File: config.mk
export PLATFORM = sky130hd
export DESIGN_NAME = e1_decode_error_and_signal_loss_monitor
export DESIGN_NICKNAME = d
export VERILOG_FILES = /design/src/hdl/e1_decode_error_and_signal_loss_monitor.v
export VERILOG_INCLUDE_DIRS = /design/src /design/src/hdl
export SDC_FILE = /design/constraint.sdc
export NUM_CORES = 1
export LEC_CHECK = 0
export BUFFER_PORTS_ARGS = -buffer_cell sky130_fd_sc_hd__buf_2
export CAP_MARGIN = 20
export CORE_MARGIN = 10
export CORE_UTILIZATION = 55
export CTS_BUF_LIST = sky130_fd_sc_hd__clkbuf_4 sky130_fd_sc_hd__clkbuf_8
export CTS_CLUSTER_DIAMETER = 40
export CTS_CLUSTER_SIZE = 30
export DETAILED_ROUTE_END_ITERATION = 7
export PLACE_DENSITY = 0.72
export SYNTH_ARGS = -nofsm -noshare
export SYNTH_HDL_FRONTEND = slang
export SYNTH_SLANG_ARGS = --single-unit
File: constraint.sdc
create_clock -name clk -period 9.75 [get_ports clk]
set_input_delay 0.4875 -clock clk [delete_from_list [all_inputs] [get_ports clk]]
set_output_delay 0.4875 -clock clk [all_outputs]
set_load 0.02 [all_outputs]
File: src/hdl/e1_monitor_map.vh
// Purpose: Offsets, field positions, reset values and counts for the line monitor
// Assumes: 8-bit register data, 4-bit register address
// Notes: Included by the monitor module and the property module
`ifndef E1_MONITOR_MAP_VH
`define E1_MONITOR_MAP_VH

// Register offsets
`define OFS_LINE_CTRL 4'h0
`define OFS_LOSS_CTRL 4'h1
`define OFS_IRQ_ENABLE 4'h2
`define OFS_IRQ_STATUS 4'h3
`define OFS_LINE_STATUS 4'h4
`define OFS_COUNT_LOW 4'h5
`define OFS_COUNT_HIGH 4'h6

// Line control fields
`define BIT_LINE_CODE 0
`define BIT_ZERO_RULE 1
`define BIT_ZCOUNT_LO 2
`define BIT_ZCOUNT_HI 3
`define BIT_REPORT_MODE 4
`define BIT_TRANSFER 5
`define ZCOUNT_ON 2'h1

// Loss control fields
`define BIT_LOSS_CRIT 0
`define BIT_LOSS_EDGE 1
`define BIT_ALL_ONES 2
`define BIT_T1_MODE 3

// Interrupt status and enable fields
`define BIT_CV 0
`define BIT_ZRUN 1
`define BIT_OVF 2
`define BIT_LOSS 3

// Reset values
`define RST_LINE_CTRL 8'h00
`define RST_LOSS_CTRL 8'h00
`define RST_IRQ_ENABLE 8'h00

// Zero run limits
`define ZRUN_AMI_ANSI 8'h0F
`define ZRUN_AMI_FCC 8'h50
`define ZRUN_HDB3 8'h03
`define ZRUN_B8ZS 8'h07

// Loss declaration intervals in bit periods
`define LOSS_E1_SHORT 12'h020
`define LOSS_E1_LONG 12'h800
`define LOSS_T1_SHORT 12'h0AF
`define LOSS_T1_LONG 12'h608

// Density blocks for clearing loss
`define BLOCK_E1 8'h20
`define MARKS_E1 8'h04
`define ZEROS_E1 8'h10
`define BLOCK_T1 8'h80
`define MARKS_T1 8'h10
`define ZEROS_T1 8'h64

// Report period
`define CLK_PERIOD_NS 40
`define REPORT_PERIOD_MS 1000

`endif

File: src/hdl/e1_decode_error_and_signal_loss_monitor.v
// Purpose: Line decode error checks, zero run counting and loss of signal monitor
// Assumes: Pulse, recovered clock and amplitude pins are asynchronous to clk
// Notes: Registers reached through a simple strobe port, read data one cycle later
//
// Contract
// Register bit picks AMI or HDB3 decoding
// AMI: same polarity pulses flag violation
// Bipolar violations pulsed to performance monitor
// HDB3: invalid repeated violations flag code violation
// Register bit picks zero run definition
// AMI limits: over 15 or 80 zeros
// HDB3 over 3, B8ZS over 7 zeros
// Count zero runs only when field is 01
// Sixteen bit counter, low and high holding bytes
// Manual mode: trigger rising edge copies counter
// Auto mode: copy counter every second
// Clear after copy, never drop events
// Counter overflow sets flag, optional interrupt
// Violations set flag, optional interrupt
// Zero runs set flag, optional interrupt
// T1: loss after 175 or 1544 bits
// E1: loss after 32 or 2048 bits
// Clear loss needing amplitude and density
// T1: 16 marks per 128, under 100 zeros
// E1: 4 marks per 32, under 16 zeros
// Density judged in non-overlapping blocks
// Register bit picks short or long criteria
// Loss flag on rise or any change
// Loss flag interrupts when enabled
// All ones replace data during loss
// Flags latch until cleared, interrupt follows
//
// The placing of the registers and the plain strobed port were chosen for this implementation.
`timescale 1ns/10ps
`include "e1_monitor_map.vh"

module e1_decode_error_and_signal_loss_monitor
#(
  // Clock cycles per report second
  parameter SECOND_CYCLES = (`REPORT_PERIOD_MS * 1000000) / `CLK_PERIOD_NS
)
(
  // Clock and reset
  input wire clk,
  input wire reset,
  // Line side pins
  input wire posPulseIn,
  input wire negPulseIn,
  input wire lineClkIn,
  input wire belowThresholdIn,
  // Register port
  input wire [3:0] addr,
  input wire [7:0] wrData,
  input wire wrStrobe,
  input wire rdStrobe,
  output reg [7:0] rdData,
  // Outputs to system
  output reg irqOut,
  output reg dataOut,
  output reg dataValid,
  output reg bpvEvent
);

  // Synchroniser stages for the four pins
  reg [3:0] syncA_reg;
  reg [3:0] syncB_reg;
  // Delayed line clock for edge detection
  reg lineClkDly_reg;
  // Software registers
  reg [7:0] lineCtrl_reg;
  reg [7:0] lossCtrl_reg;
  reg [7:0] irqEnable_reg;
  reg [3:0] irqStatus_reg;
  reg [3:0] irqStatus_next;
  // Holding registers for the counter
  reg [15:0] holdCount_reg;
  // Decoder state
  reg lastPol_reg;
  reg lastVPol_reg;
  reg anyPulse_reg;
  reg prevWasBpv_reg;
  reg [7:0] zeroRun_reg;
  reg zeroFlagged_reg;
  // Error counter and report timer
  reg [15:0] errCount_reg;
  reg [15:0] errCount_next;
  reg [31:0] secTimer_reg;
  reg trigPrev_reg;
  // Loss detector state
  reg lossState_reg;
  reg [11:0] belowCount_reg;
  reg [7:0] blockPos_reg;
  reg [7:0] blockMarks_reg;
  reg [7:0] blockRun_reg;
  reg blockBad_reg;

  // Decoded control fields
  wire hdb3Sel = lineCtrl_reg[`BIT_LINE_CODE];
  wire fccSel = lineCtrl_reg[`BIT_ZERO_RULE];
  wire [1:0] zCountField = lineCtrl_reg[`BIT_ZCOUNT_HI:`BIT_ZCOUNT_LO];
  wire autoReport = lineCtrl_reg[`BIT_REPORT_MODE];
  wire trigBit = lineCtrl_reg[`BIT_TRANSFER];
  wire longCrit = lossCtrl_reg[`BIT_LOSS_CRIT];
  wire anyEdgeSel = lossCtrl_reg[`BIT_LOSS_EDGE];
  wire allOnesSel = lossCtrl_reg[`BIT_ALL_ONES];
  wire t1Mode = lossCtrl_reg[`BIT_T1_MODE];

  // Synchronised pin levels, second stage only
  wire posS = syncB_reg[0];
  wire negS = syncB_reg[1];
  wire clkS = syncB_reg[2];
  wire belowS = syncB_reg[3];
  // One bit period per rising recovered clock edge
  wire bitTick = clkS & ~lineClkDly_reg;
  wire mark = posS | negS;
  wire pol = posS;

  // Register write strobes
  wire wrLine = wrStrobe & (addr == `OFS_LINE_CTRL);
  wire wrLoss = wrStrobe & (addr == `OFS_LOSS_CTRL);
  wire wrEn = wrStrobe & (addr == `OFS_IRQ_ENABLE);
  wire wrStat = wrStrobe & (addr == `OFS_IRQ_STATUS);

  // Zero run limit from mode and definition
  function [7:0] zeroLimit;
    input hdb;
    input fcc;
    input t1;
    begin
      if (hdb)
        zeroLimit = t1 ? `ZRUN_B8ZS : `ZRUN_HDB3;
      else
        zeroLimit = fcc ? `ZRUN_AMI_FCC : `ZRUN_AMI_ANSI;
    end
  endfunction

  // Saturating eight bit increment
  function [7:0] inc8;
    input [7:0] v;
    begin
      inc8 = (v == 8'hFF) ? v : v + 8'h01;
    end
  endfunction

  // Event decode for the current bit
  wire bpv = bitTick & mark & anyPulse_reg & (pol == lastPol_reg);
  // Substitution V is valid after two or three zeros with alternating V polarity
  wire vShapeOk = (zeroRun_reg == 8'h02) | (zeroRun_reg == 8'h03);
  wire vValid = vShapeOk & (pol != lastVPol_reg) & ~prevWasBpv_reg;
  // AMI violation detect
  wire amiViol = ~hdb3Sel & bpv;
  // HDB3 invalid violation
  wire hdbViol = hdb3Sel & ~t1Mode & bpv & ~vValid;
  wire codeViol = amiViol | hdbViol;
  // AMI zero limits
  // HDB3 and B8ZS limits
  wire [7:0] zLimit = zeroLimit(hdb3Sel, fccSel, t1Mode);
  // Selected definition applied
  wire zeroErr = bitTick & ~mark & ~zeroFlagged_reg & (zeroRun_reg == zLimit);
  // Count only with field 01
  wire countEvt = zeroErr & (zCountField == `ZCOUNT_ON);

  // Transfer requests
  // Rising trigger in manual mode
  wire manualXfer = ~autoReport & trigBit & ~trigPrev_reg;
  // Once per second in auto mode
  wire autoXfer = autoReport & (secTimer_reg == SECOND_CYCLES - 1);
  wire doXfer = manualXfer | autoXfer;
  wire overflow = countEvt & (errCount_reg == 16'hFFFF) & ~doXfer;

  // Loss thresholds per mode and criterion
  // T1 declaration intervals
  // E1 declaration intervals
  // Short or long criterion
  wire [11:0] lossLimit = t1Mode ? (longCrit ? `LOSS_T1_LONG : `LOSS_T1_SHORT)
                                 : (longCrit ? `LOSS_E1_LONG : `LOSS_E1_SHORT);
  wire [7:0] blockLen = t1Mode ? `BLOCK_T1 : `BLOCK_E1;
  wire [7:0] needMarks = t1Mode ? `MARKS_T1 : `MARKS_E1;
  wire [7:0] zeroCap = t1Mode ? `ZEROS_T1 : `ZEROS_E1;
  wire lossDeclare = bitTick & belowS & ~lossState_reg & (belowCount_reg >= lossLimit - 12'h001);
  // Block running values including the current bit
  wire [7:0] marksNow = mark ? inc8(blockMarks_reg) : blockMarks_reg;
  wire [7:0] runNow = mark ? 8'h00 : inc8(blockRun_reg);
  wire badNow = blockBad_reg | belowS | (runNow >= zeroCap);
  wire blockEnd = bitTick & lossState_reg & (blockPos_reg == blockLen - 8'h01);
  // Amplitude and density both
  // T1 block density
  // E1 block density
  wire lossClear = blockEnd & ~badNow & (marksNow >= needMarks);

  // Pin synchronisers
  always @(posedge clk or posedge reset)
  begin
    if (reset)
    begin
      syncA_reg <= 4'h0;
      syncB_reg <= 4'h0;
      lineClkDly_reg <= 1'b0;
    end
    else
    begin
      syncA_reg <= {belowThresholdIn, lineClkIn, negPulseIn, posPulseIn};
      syncB_reg <= syncA_reg;
      lineClkDly_reg <= clkS;
    end
  end

  // Control registers
  always @(posedge clk or posedge reset)
  begin
    if (reset)
    begin
      lineCtrl_reg <= `RST_LINE_CTRL;
      lossCtrl_reg <= `RST_LOSS_CTRL;
      irqEnable_reg <= `RST_IRQ_ENABLE;
      trigPrev_reg <= 1'b0;
    end
    else
    begin
      // Line code select stored
      if (wrLine)
        lineCtrl_reg <= wrData;
      if (wrLoss)
        lossCtrl_reg <= wrData;
      if (wrEn)
        irqEnable_reg <= wrData;
      trigPrev_reg <= trigBit;
    end
  end

  // Decoder tracking per bit period
  always @(posedge clk or posedge reset)
  begin
    if (reset)
    begin
      lastPol_reg <= 1'b0;
      lastVPol_reg <= 1'b0;
      anyPulse_reg <= 1'b0;
      prevWasBpv_reg <= 1'b0;
      zeroRun_reg <= 8'h00;
      zeroFlagged_reg <= 1'b0;
    end
    else if (bitTick)
    begin
      if (mark)
      begin
        // Pulse resets the zero run
        lastPol_reg <= pol;
        anyPulse_reg <= 1'b1;
        zeroRun_reg <= 8'h00;
        zeroFlagged_reg <= 1'b0;
        prevWasBpv_reg <= bpv & ~vValid;
        if (bpv)
          lastVPol_reg <= pol;
      end
      else
      begin
        // Zero extends the run, one error per run
        zeroRun_reg <= inc8(zeroRun_reg);
        if (zeroErr)
          zeroFlagged_reg <= 1'b1;
      end
    end
  end

  // Error counter next value
  always @*
  begin
    errCount_next = errCount_reg;
    // Clear on copy, keep event
    if (doXfer)
      errCount_next = countEvt ? 16'h0001 : 16'h0000;
    else if (countEvt)
      errCount_next = errCount_reg + 16'h0001;
  end

  // Counter, report timer and holding registers
  always @(posedge clk or posedge reset)
  begin
    if (reset)
    begin
      errCount_reg <= 16'h0000;
      holdCount_reg <= 16'h0000;
      secTimer_reg <= 32'h00000000;
    end
    else
    begin
      // Sixteen bit accumulate
      errCount_reg <= errCount_next;
      if (doXfer)
        holdCount_reg <= errCount_reg;
      // Timer runs only in auto mode
      if (~autoReport | autoXfer)
        secTimer_reg <= 32'h00000000;
      else
        secTimer_reg <= secTimer_reg + 32'h00000001;
    end
  end

  // Loss detector
  always @(posedge clk or posedge reset)
  begin
    if (reset)
    begin
      lossState_reg <= 1'b0;
      belowCount_reg <= 12'h000;
      blockPos_reg <= 8'h00;
      blockMarks_reg <= 8'h00;
      blockRun_reg <= 8'h00;
      blockBad_reg <= 1'b0;
    end
    else if (bitTick)
    begin
      // Count bit periods below the amplitude threshold
      if (belowS)
        belowCount_reg <= (belowCount_reg == 12'hFFF) ? belowCount_reg : belowCount_reg + 12'h001;
      else
        belowCount_reg <= 12'h000;
      if (lossDeclare)
        lossState_reg <= 1'b1;
      else if (lossClear)
        lossState_reg <= 1'b0;
      // Whole block discarded
      if (~lossState_reg | blockEnd)
      begin
        blockPos_reg <= 8'h00;
        blockMarks_reg <= 8'h00;
        blockRun_reg <= 8'h00;
        blockBad_reg <= 1'b0;
      end
      else
      begin
        blockPos_reg <= blockPos_reg + 8'h01;
        blockMarks_reg <= marksNow;
        blockRun_reg <= runNow;
        blockBad_reg <= badNow;
      end
    end
  end

  // Loss edge for flagging
  wire lossRise = lossDeclare;
  wire lossFall = bitTick & lossClear & lossState_reg;
  // Rise or any edge
  wire lossEvt = lossRise | (anyEdgeSel & lossFall);

  // Sticky flag next values, set wins over clear
  always @*
  begin
    irqStatus_next = irqStatus_reg;
    if (wrStat)
      irqStatus_next = irqStatus_reg & ~wrData[3:0];
    // Violation flag set
    if (codeViol)
      irqStatus_next[`BIT_CV] = 1'b1;
    // Zero run flag set
    if (zeroErr)
      irqStatus_next[`BIT_ZRUN] = 1'b1;
    // Overflow flag set
    if (overflow)
      irqStatus_next[`BIT_OVF] = 1'b1;
    if (lossEvt)
      irqStatus_next[`BIT_LOSS] = 1'b1;
  end

  // Flags and interrupt output
  always @(posedge clk or posedge reset)
  begin
    if (reset)
    begin
      irqStatus_reg <= 4'h0;
      irqOut <= 1'b0;
    end
    else
    begin
      // Latched until cleared
      irqStatus_reg <= irqStatus_next;
      // Enabled flags drive interrupt
      irqOut <= |(irqStatus_reg & irqEnable_reg[3:0]);
    end
  end

  // Data stream and violation event outputs
  always @(posedge clk or posedge reset)
  begin
    if (reset)
    begin
      dataOut <= 1'b0;
      dataValid <= 1'b0;
      bpvEvent <= 1'b0;
    end
    else
    begin
      dataValid <= bitTick;
      // All ones during loss
      if (bitTick)
        dataOut <= (lossState_reg & allOnesSel) ? 1'b1 : mark;
      // Violation to performance monitor
      bpvEvent <= amiViol | (hdb3Sel & bpv);
    end
  end

  // Register read, data in the following cycle
  always @(posedge clk or posedge reset)
  begin
    if (reset)
      rdData <= 8'h00;
    else if (rdStrobe)
    begin
      case (addr)
        `OFS_LINE_CTRL: rdData <= lineCtrl_reg;
        `OFS_LOSS_CTRL: rdData <= lossCtrl_reg;
        `OFS_IRQ_ENABLE: rdData <= irqEnable_reg;
        `OFS_IRQ_STATUS: rdData <= {4'h0, irqStatus_reg};
        `OFS_LINE_STATUS: rdData <= {7'h00, lossState_reg};
        `OFS_COUNT_LOW: rdData <= holdCount_reg[7:0];
        `OFS_COUNT_HIGH: rdData <= holdCount_reg[15:8];
        // Unmapped reads as zero
        default: rdData <= 8'h00;
      endcase
    end
    else
      rdData <= 8'h00;
  end

endmodule // e1_decode_error_and_signal_loss_monitor

### Word-level counts from Yosys, hierarchy flattened

Cells that the tools add are included.

| word-level totals | value |
|---|---|
| flip-flop bits (word level) | 165 |
| input port bits | 20 |
| output and inout bits | 12 |
| word-level logic and storage cells | 177 |

| cells by class | value |
|---|---|
| add/subtract/negate cells | 9 |
| order comparisons | 3 |
| equal/unequal tests | 21 |
| multiplexer cells | 37 |
| bitwise operators | 61 |
| reduce and logical (&&, ||, !) cells | 15 |

Operators by type and width:

| kind | count |
|---|---|
| 8-bit 2-to-1 mux | 11 |
| 8-bit case mux with 7 select lines | 1 |
| 12-bit 2-to-1 mux | 4 |
| 1-bit AND | 36 |
| 32-bit by 1-bit adder with 32-bit output, second input constant | 1 |
| 8-bit by 1-bit adder with 8-bit output, second input constant | 4 |
| 32-bit by 25-bit equality test with 1-bit output, second input constant | 1 |
| 16-bit 2-to-1 mux | 2 |
| 32-bit 2-to-1 mux | 1 |
| 8-bit equality test, second input constant | 3 |
| 7-bit 2-to-1 mux | 3 |
| 16-bit by 1-bit adder with 16-bit output, second input constant | 1 |
| 16-bit equality test, second input constant | 1 |
| 8-bit by 2-bit equality test with 1-bit output, second input constant | 2 |
| 8-bit equality test | 2 |
| 2-bit nonzero test | 7 |
| 12-bit by 1-bit adder with 12-bit output, second input constant | 1 |
| 12-bit equality test, second input constant | 1 |
| 4-bit by 3-bit equality test with 1-bit output, second input constant | 3 |
| 12-bit greater-or-equal comparator | 1 |
| 1-bit inverter | 12 |
| 12-bit by 1-bit subtractor with 12-bit output, second input constant | 1 |
| 1-bit 2-to-1 mux | 11 |
| 11-bit 2-to-1 mux | 1 |
| other kinds (19) | 35 |

### Logic depth before layout (Yosys ltp)

Gate-level depths: netlist (run 1).

| logic depth | value |
|---|---|
| word-level depth | 13 |
| gate-level depth with buffers | 15 |
| gate-level depth less buffers | 14 |

### Worst setup path after synthesis (run 1)

No wires, ideal clock.

| timing path | value |
|---|---|
| kind | reg2reg |
| start point | reg blockRun_reg[0] |
| end point | reg lossState_reg |
| setup time | 121 ps |
| arrival | 3036 ps |
| required time | 9629 ps |
| setup slack | 6593 ps |
| cell stages (with the launch flop) | 15 |
| path buffers | 1 |
| clock period less this slack | 3157 ps |
| path through | dfrtp_1 > ha_1 > nand3_1 > or2_2 > clkbuf_1 > nor2b_1 > nand3_1 > xor2_1 > nor2_1 > ha_1 > a21o_1 > a2111oi_0 > o2111a_1 > o2111ai_1 > a22o_1 |

| between the ends | value |
|---|---|
| word-level cells in the longest chain between the ends | 10 |
| elaborated cells between the ends (all ways) | 11 |
| those cells by class | 1 x add/sub; 1 x order compare; 1 x eq/ne; 2 x mux; 4 x bitwise; 2 x reduce/logical |

Ends and longest elaborated chain:

| what | line | text |
|---|---|---|
| start: declaration | e1_decode_error_and_signal_loss_monitor.v:94 | `reg [7:0] blockRun_reg;` |
| start signal: assignment | e1_decode_error_and_signal_loss_monitor.v:335 | `blockRun_reg <= runNow;` |
| 8-bit by 1-bit adder with 8-bit output / 8-bit equality test (equally long branches) | e1_decode_error_and_signal_loss_monitor.v:141 | `inc8 = (v == 8'hFF) ? v : v + 8'h01;` |
| 8-bit 2-to-1 mux * | e1_decode_error_and_signal_loss_monitor.v:141 |  |
| 8-bit 2-to-1 mux * | e1_decode_error_and_signal_loss_monitor.v:183 | `wire [7:0] runNow = mark ? 8'h00 : inc8(blockRun_reg);` |
| 8-bit by 7-bit greater-or-equal comparator with 1-bit output * | e1_decode_error_and_signal_loss_monitor.v:184 | `wire badNow = blockBad_reg \| belowS \| (runNow >= zeroCap);` |
| 1-bit OR * | e1_decode_error_and_signal_loss_monitor.v:184 |  |
| 1-bit inverter * | e1_decode_error_and_signal_loss_monitor.v:189 | `wire lossClear = blockEnd & ~badNow & (marksNow >= needMarks);` |
| 1-bit AND * (2 in series) | e1_decode_error_and_signal_loss_monitor.v:189 |  |
| 2-bit nonzero test (no source line) * | -- |  |
| 2-bit AND reduction (no source line) * | -- |  |
| end signal: assignment | e1_decode_error_and_signal_loss_monitor.v:305 | `lossState_reg <= 1'b0;` |
| end signal: assignment | e1_decode_error_and_signal_loss_monitor.v:320 | `lossState_reg <= 1'b1;` |
| end signal: assignment | e1_decode_error_and_signal_loss_monitor.v:322 | `lossState_reg <= 1'b0;` |
| end: declaration | e1_decode_error_and_signal_loss_monitor.v:90 | `reg lossState_reg;` |

Mark *: on every way between the ends. The rest lies on a longest branch, timed or not.
A chain may end at the register's enable or synchronous reset.

### Worst setup path after layout (run 1)

Ends and elaborated chain as after synthesis.

==> results of run 1 <==
-- synth_stat cells (6+ instances only) --
cell type / count
dfrtp_1: 165
nand2_1: 127
nor2_1: 94
nand3_1: 40
xor2_1: 39
o21ai_0: 29
xnor2_1: 27
ha_1: 26
mux2_2: 25
clkbuf_1: 22
a21oi_1: 21
nand4_1: 19
inv_1: 18
a22oi_1: 14
and3_1: 13
nor3_1: 13
nor4_1: 13
a31oi_1: 9
and4_1: 8
mux2i_1: 8
o31ai_1: 8
nand2b_1: 7
a21o_1: 6
a22o_1: 6
-- worst max-delay path, stage by stage, from the launching register on --
cell	delay (ns)
dfrtp_1	0.43
ha_1	0.29
nand3_1	0.13
or2_2	0.18
nor2b_1	0.34
nand3_1	0.16
xor2_1	0.16
nor2_1	0.10
ha_1	0.25
a21o_1	0.17
a2111oi_0	0.40
o2111a_1	0.27
o2111ai_1	0.14
a22o_1	0.20
-- layer usage --
metal  wire length, um  GRT usage
met5                 0          0
met1              8380      0.243
met3               680     0.0367
met4               254     0.0570
met2              8950      0.300
-- cell families (layout without fill, tap and decap cells) --
group	after synthesis	after routing	share of synthesized area
XOR/XNOR	66	66	0.0700
adder cells (fa/ha/maj)	26	26	0.0394
AO/OA/AOI/OAI	133	133	0.112
flip-flops	165	165	0.500
multiplexers	33	33	0.0438
AND/OR/NAND/NOR	369	369	0.213
other	0	1	0
buffers and inverters	46	89	0.0217
-- where the power goes --
part / internal, mW / switching [mW]
Clock: 0.222 / 0.261
Sequential: 0.726 / 0.0413
Combinational: 0.0693 / 0.105
-- worst min-delay path by stage --
stage / start / endpoint / cells after the start
floorplan: syncA_reg[0] / syncB_reg[0] / 0
global placement: syncA_reg[1] / syncB_reg[1] / 0
detailed placement: syncA_reg[2] / syncB_reg[2] / 0
CTS: negPulseIn / syncA_reg[1] / 1
global route: posPulseIn / syncA_reg[0] / 1
finish: posPulseIn / syncA_reg[0] / 1
-- cell type report --
cell class | instances | area, sq um
diodes | 1 | 2.50
clock buffers | 20 | 269
clock inverters | 12 | 119
fillers | 1221 | 5640
inverters | 18 | 72.6
multi-input cells | 627 | 3950
flip-flops and latches | 165 | 4130
well taps | 184 | 230
repair buffers | 39 | 240
-- placed cells by master (no fill, tap or decap), types with 5 or more instances in the layout --
| cell | synthesis | routed |
|---|---|---|
| a31oi_1 | 9 | 9 |
| buf_4 | 0 | 5 |
| o21ai_0 | 29 | 29 |
| dfrtp_1 | 165 | 165 |
| nor3_1 | 13 | 13 |
| a22o_1 | 6 | 6 |
| o211ai_1 | 5 | 5 |
| a21oi_1 | 21 | 21 |
| a22oi_1 | 14 | 14 |
| nor4_1 | 13 | 13 |
| ha_1 | 26 | 26 |
| nand2b_1 | 7 | 7 |
| o31ai_1 | 8 | 8 |
| xor2_1 | 39 | 39 |
| nor2_1 | 94 | 94 |
| a21o_1 | 6 | 6 |
| inv_1 | 18 | 17 |
| xnor2_1 | 27 | 27 |
| and4_1 | 8 | 8 |
| nand2_1 | 127 | 127 |
| and3_1 | 13 | 13 |
| mux2i_1 | 8 | 8 |
| nand3_1 | 40 | 40 |
| mux2_2 | 25 | 25 |
| nand4_1 | 19 | 19 |
| clkbuf_8 | 0 | 19 |
| buf_2 | 5 | 32 |
| nor2b_1 | 5 | 5 |
==> reports/qor.yml, run 1 <==
skew_ns: 0.0158
core_sq_um: 14600
cap_violations: 0
worst-setup-path-type: "register to register"
fp.dieArea_sq_um: 20300
startpoint: "blockRun_reg[0]"
syn_nets: 884
ir_drop_uv: 104
cts_resized: 0
wl_per_cell_um: 17.1
cts_tree: "built"
reg2reg_slack_ns: 6.41
hold_viol: 0
worstMarginPinSlew_ns: 0.988
dp.cells: 1031
synth.top_cells.by_area: "dfrtp_1 50%, nand2_1 5.8%, nor2_1 4.3%"
synth_area_per_cell_sq_um: 9.85
initialDrtViolationCount: 515
grt_max_degree: 86
synth-edff-count: 0
grt_overflow: 0
rr_worst_depth: 13
fin_cells: 1066
synthesis.area_sq_um: 8250
largest_reg_flops: 32
startpoint_type: "register"
power_mw: 1.42
port_buffers: 31
place_congestion: 0.871
crit_path_end_kind: "register"
io_pins: 32
dieWidth_um: 142
slew_headroom: 0.342
setup_viol: 0
num_rows: 44
fmax_mhz: 299
synth_cells: 838
layout_setup_ws_ns: 6.41
postCtsHoldBufs: 0
yosysTopAreaCell: "dfrtp_1"
place_worst_setup_slack_ns: 6.40
finalHoldWorstSlack_ns: 0.117
yosysSeqAreaShare: 0.500
first_pass_iters: 5
fin_crit_sh: 0.343
power.density_nw_per_um2: 158
ys.warnings.count: 0
antenna_left: 0
nets: 914
r2r_end: "lossState_reg"
start_util: 0.564
fp.dieH_um: 142
cts-root-buf: "clkbuf_8"
fin_setup_tns_ns: 0
drc: 0
async_reset_ff_frac: 1.00
arrival_ns: 3.70
status: "complete, no violations"
path_clk_slew_ns: 0.10
wl_um: 18300
cts_sinks: 165
numCtsBuffers: 17
grt_pass1_vias: 6251
crit_end: "lossState_reg"
gr-usage-all-layers: 0.184
stdcell_area_sq_um: 9010
vias: 6325
ys_types: 62
cp_max_fo: 7
yosysTopAreaCellShare: 0.500
crit_required_ns: 10.11
cts.path.max_buffers: 2
maxSlewViolCount: 0
avgViaCountPerCell: 5.93
finalCriticalPeriod_ns: 3.34
cts_htree_levels: 4
syn2layout_area_growth_pct: 9.14
place_area_sq_um: 8570
hold_class: "primary input to register"
postCtsSetupBuffers: 0
drive_gt1_frac: 0.121
clock_latency_ns: 0.47
rsz0062_at_grt: "no"
hpwl_um: 12700
grt_pass1_wl_um: 30600
antenna_found_initial: 0
yosys_most_used_dff: "dfrtp_1"
ys_seq_elements: 165
post-route-util: 0.615
r2r-start: "blockRun_reg[0]"
power_leakage_nw: 4.07
Power figures use the tool's default switching activity.
==> run 2: changes to the inputs <==
--- a/config.mk
+++ b/config.mk
@@ -6,6 +6,7 @@
 export SDC_FILE = /design/constraint.sdc
 export NUM_CORES = 1
 export LEC_CHECK = 0
+export ABC_AREA = 1
 export BUFFER_PORTS_ARGS = -buffer_cell sky130_fd_sc_hd__buf_2
 export CAP_MARGIN = 20
 export CORE_MARGIN = 10
@@ -14,7 +15,7 @@
 export CTS_CLUSTER_DIAMETER = 40
 export CTS_CLUSTER_SIZE = 30
 export DETAILED_ROUTE_END_ITERATION = 7
-export PLACE_DENSITY = 0.72
+export PLACE_DENSITY = 0.75
 export SYNTH_ARGS = -nofsm -noshare
 export SYNTH_HDL_FRONTEND = slang
 export SYNTH_SLANG_ARGS = --single-unit
==> constraint.sdc (replaced) <==
create_clock -name clk -period 3 [get_ports clk]
set_input_delay 0.15 -clock clk [delete_from_list [all_inputs] [get_ports clk]]
set_output_delay 0.15 -clock clk [all_outputs]
set_load 0.02 [all_outputs]
==> run 2 against run 1 <==
Sequential power grew to 3.2 times the previous value; first-iteration DRC count grew 6.2%; via count grew 20%; area after synthesis grew 8.5%; total power grew to 3.4 times the previous value; critical path depth grew 2; clock-buffer cell count grew 1; cell count grew 30%; hold slack lost 0.081 ns; core utilization grew 0.40 points; cell area grew 9.6%; critical path type unchanged; largest cell class unchanged.
==> reports/qor.yml, run 2 <==
most-common-layout-cells: "232 x nand2_1, 165 x dfrtp_1, 137 x inv_1, 107 x nor2_1, 71 x o21ai_0"
hold_viol: 0
wl_per_cell_um: 14.4
power_mw: 4.84
multiInputGateArea_sq_um: 4130
grt_pass1_wl_um: 34000
start_util: 0.561
power_leakage_nw: 4.42
grt_max_degree: 92
synth_area_per_cell_sq_um: 8.07
initialDrtViolationCount: 547
worst-setup-path-type: "register to register"
arrival_ns: 2.90
cap_violations: 0
largest_reg_flops: 32
wl_um: 19900
nets: 1202
critPathSlowestCell: "dfrtp_1"
synth.top_cells.by_area: "dfrtp_1 46%, nand2_1 9.7%, inv_1 5.8%"
clock_latency_ns: 0.46
grt_overflow: 0
startpoint: "blockRun_reg[0]"
layout_setup_ws_ns: 0.453
ys.warnings.count: 0
max_stage_delay_ns: 0.41
drive_gt1_frac: 0.101
status: "complete, no violations"
cp_num_buf_inv: 2
cts-root-buf: "clkbuf_8"
avgViaCountPerCell: 5.49
antenna_found_initial: 1
use_met1: 0.242
ir_drop_uv: 311
crit_required_ns: 3.36
hpwl_um: 14100
gr-max-usage-layer: "met2"
vias: 7609
maxSlewViolCount: 0
slew_headroom: 0.581
path_clk_slew_ns: 0.09
setup_viol: 0
cts_resized: 0
seq_area_sq_um: 4130
place_congestion: 0.918
r2r-start: "blockRun_reg[0]"
use_met2: 0.304
yosys_most_used_dff: "dfrtp_1"
cts_tree: "built"
grtUsageMet3: 0.0409
worst_path_dominant_cell_family: "simple AND/OR/NAND/NOR gates"
syn2layout_area_growth_pct: 10.3
fin_crit_sh: 0.849
async_reset_ff_frac: 1.00
rsz0062_at_grt: "no"
core_sq_um: 15900
final_common_cell: "nand2_1"
num_rows: 46
cp_max_fo: 8
antenna_left: 0
crit_chain: "ha_1 > inv_1 > nor2_1 > nand2_1 > inv_1 > nor2_1 > a21oi_1 > nor3_1 > ha_1 > a21oi_1 > o211ai_1 > nor2_1 > nand3_1 > o21bai_1 > nand2_1"
syn_nets: 1155
hp-start: "wrData[2]"
yosysTopAreaCellShare: 0.461
fin_cells: 1386
fmax_mhz: 393
fillers: 1393
place_worst_setup_slack_ns: 0.471
yosys-top-cells-count: "232 x nand2_1, 165 x dfrtp_1, 138 x inv_1"
io_pins: 32
yosysTopAreaCell: "dfrtp_1"
cts_htree_levels: 4
cts.path.max_buffers: 2
synth_cells: 1109
yosysMostFrequentCell: "nand2_1"
ys_types: 49
worstMarginPinSlew_ns: 0.613
synthesis.area_sq_um: 8950
yosysSeqAreaShare: 0.461
fp.dieArea_sq_um: 21800
ys_seq_elements: 165
cts_sinks: 165
finalCriticalPeriod_ns: 2.55
dieWidth_um: 148
fp.dieH_um: 148
gr-usage-all-layers: 0.187
grt_pass1_vias: 7304
port_buffers: 31
power.density_nw_per_um2: 491
dp.cells: 1342
skew_ns: 0.00955
crit_top_cell: "nor2_1"
crit_path_end_kind: "register"
numCtsBuffers: 17
drc: 0
hold_class: "primary input to register"
postCtsSetupBuffers: 0
first_pass_iters: 5
synth-edff-count: 0
fin_setup_tns_ns: 0
startpoint_type: "register"
## run 2: cell count changes after synthesis, moves of 22 or more
cell     before  now
nand2_1     127  232
nor3_1       13   41
nand3_1      40   67
inv_1        18  138
xnor2_1      27    5
o21ai_0      29   71
mux2_2       25    0
## run 2: final cells by class
class / instances / share of cell area
Antenna cell: 1 / 0.000254
Clock buffer: 21 / 0.0287
Tap cell: 216 / 0.0274
Inverter: 145 / 0.0555
Clock inverter: 11 / 0.0152
Sequential cell: 165 / 0.418
Timing Repair Buffer: 51 / 0.0363
Multi-Input combinational cell: 776 / 0.418
## run 2: final timing paths
check                               endpoint  slack (ns)  cells after the start
min in group asynchronous    lineCtrl_reg[6]        0.39                      4
hold reg to reg                 syncB_reg[2]        0.36                      0
setup reg to reg               lossState_reg        0.45                     15
max in group asynchronous  belowCount_reg[3]        2.20                      4
setup / recovery               lossState_reg        0.45                     15
hold / removal              irqEnable_reg[2]        0.04                      3
## run 2: power by group
group / switching (mW) / total [mW] / internal, mW
registers: 0.0966 / 2.44 / 2.34
logic: 0.471 / 0.676 / 0.206
clock network: 0.826 / 1.73 / 0.901
## run 2: logic make-up (layout without fill, tap and decap cells)
family	Yosys count	in the layout	share of synthesized area
simple gates	532	532	0.273
compound gates	187	187	0.121
other cells	0	1	0
buf+inv	168	228	0.0774
flops	165	165	0.461
fa+ha+maj	26	26	0.0363
xor+xnor	31	31	0.0303
## run 2: per-stage QoR
stage / utilization / instance area (sq um) / hold WS, ns
6_report: 0.619 / 9870 / 0.0357
5_1_grt: 0.619 / 9870 / 0.0260
4_1_cts: 0.619 / 9870 / 0.0165
3_5_place_dp: 0.585 / 9320 / 0.259
3_3_place_gp: 0.585 / 9320 / 0.258
2_1_floorplan: - / 8950 / 0.181
## run 2: timing repair
| action | CTS | global route |
|---|---|---|
| hold endpoints to repair | 181 | 0 |
| hold buffers | 11 | 0 |
| setup endpoints to repair | 0 | 0 |
## run 2: worst reg2reg max path, delay by kind of cell, from the launching register on
| family | cells | cell delay [ns] |
|---|---|---|
| simple gates | 7 | 0.85 |
| fa+ha+maj | 2 | 0.51 |
| compound gates | 4 | 0.47 |
| flops | 1 | 0.41 |
| buf+inv | 2 | 0.20 |
## run 2: per-layer routing
metal	wire length, um	share of wire
met1	9250	0.46
met2	9510	0.48
met3	798	0.040
met4	344	0.017
met5	7	0.00035
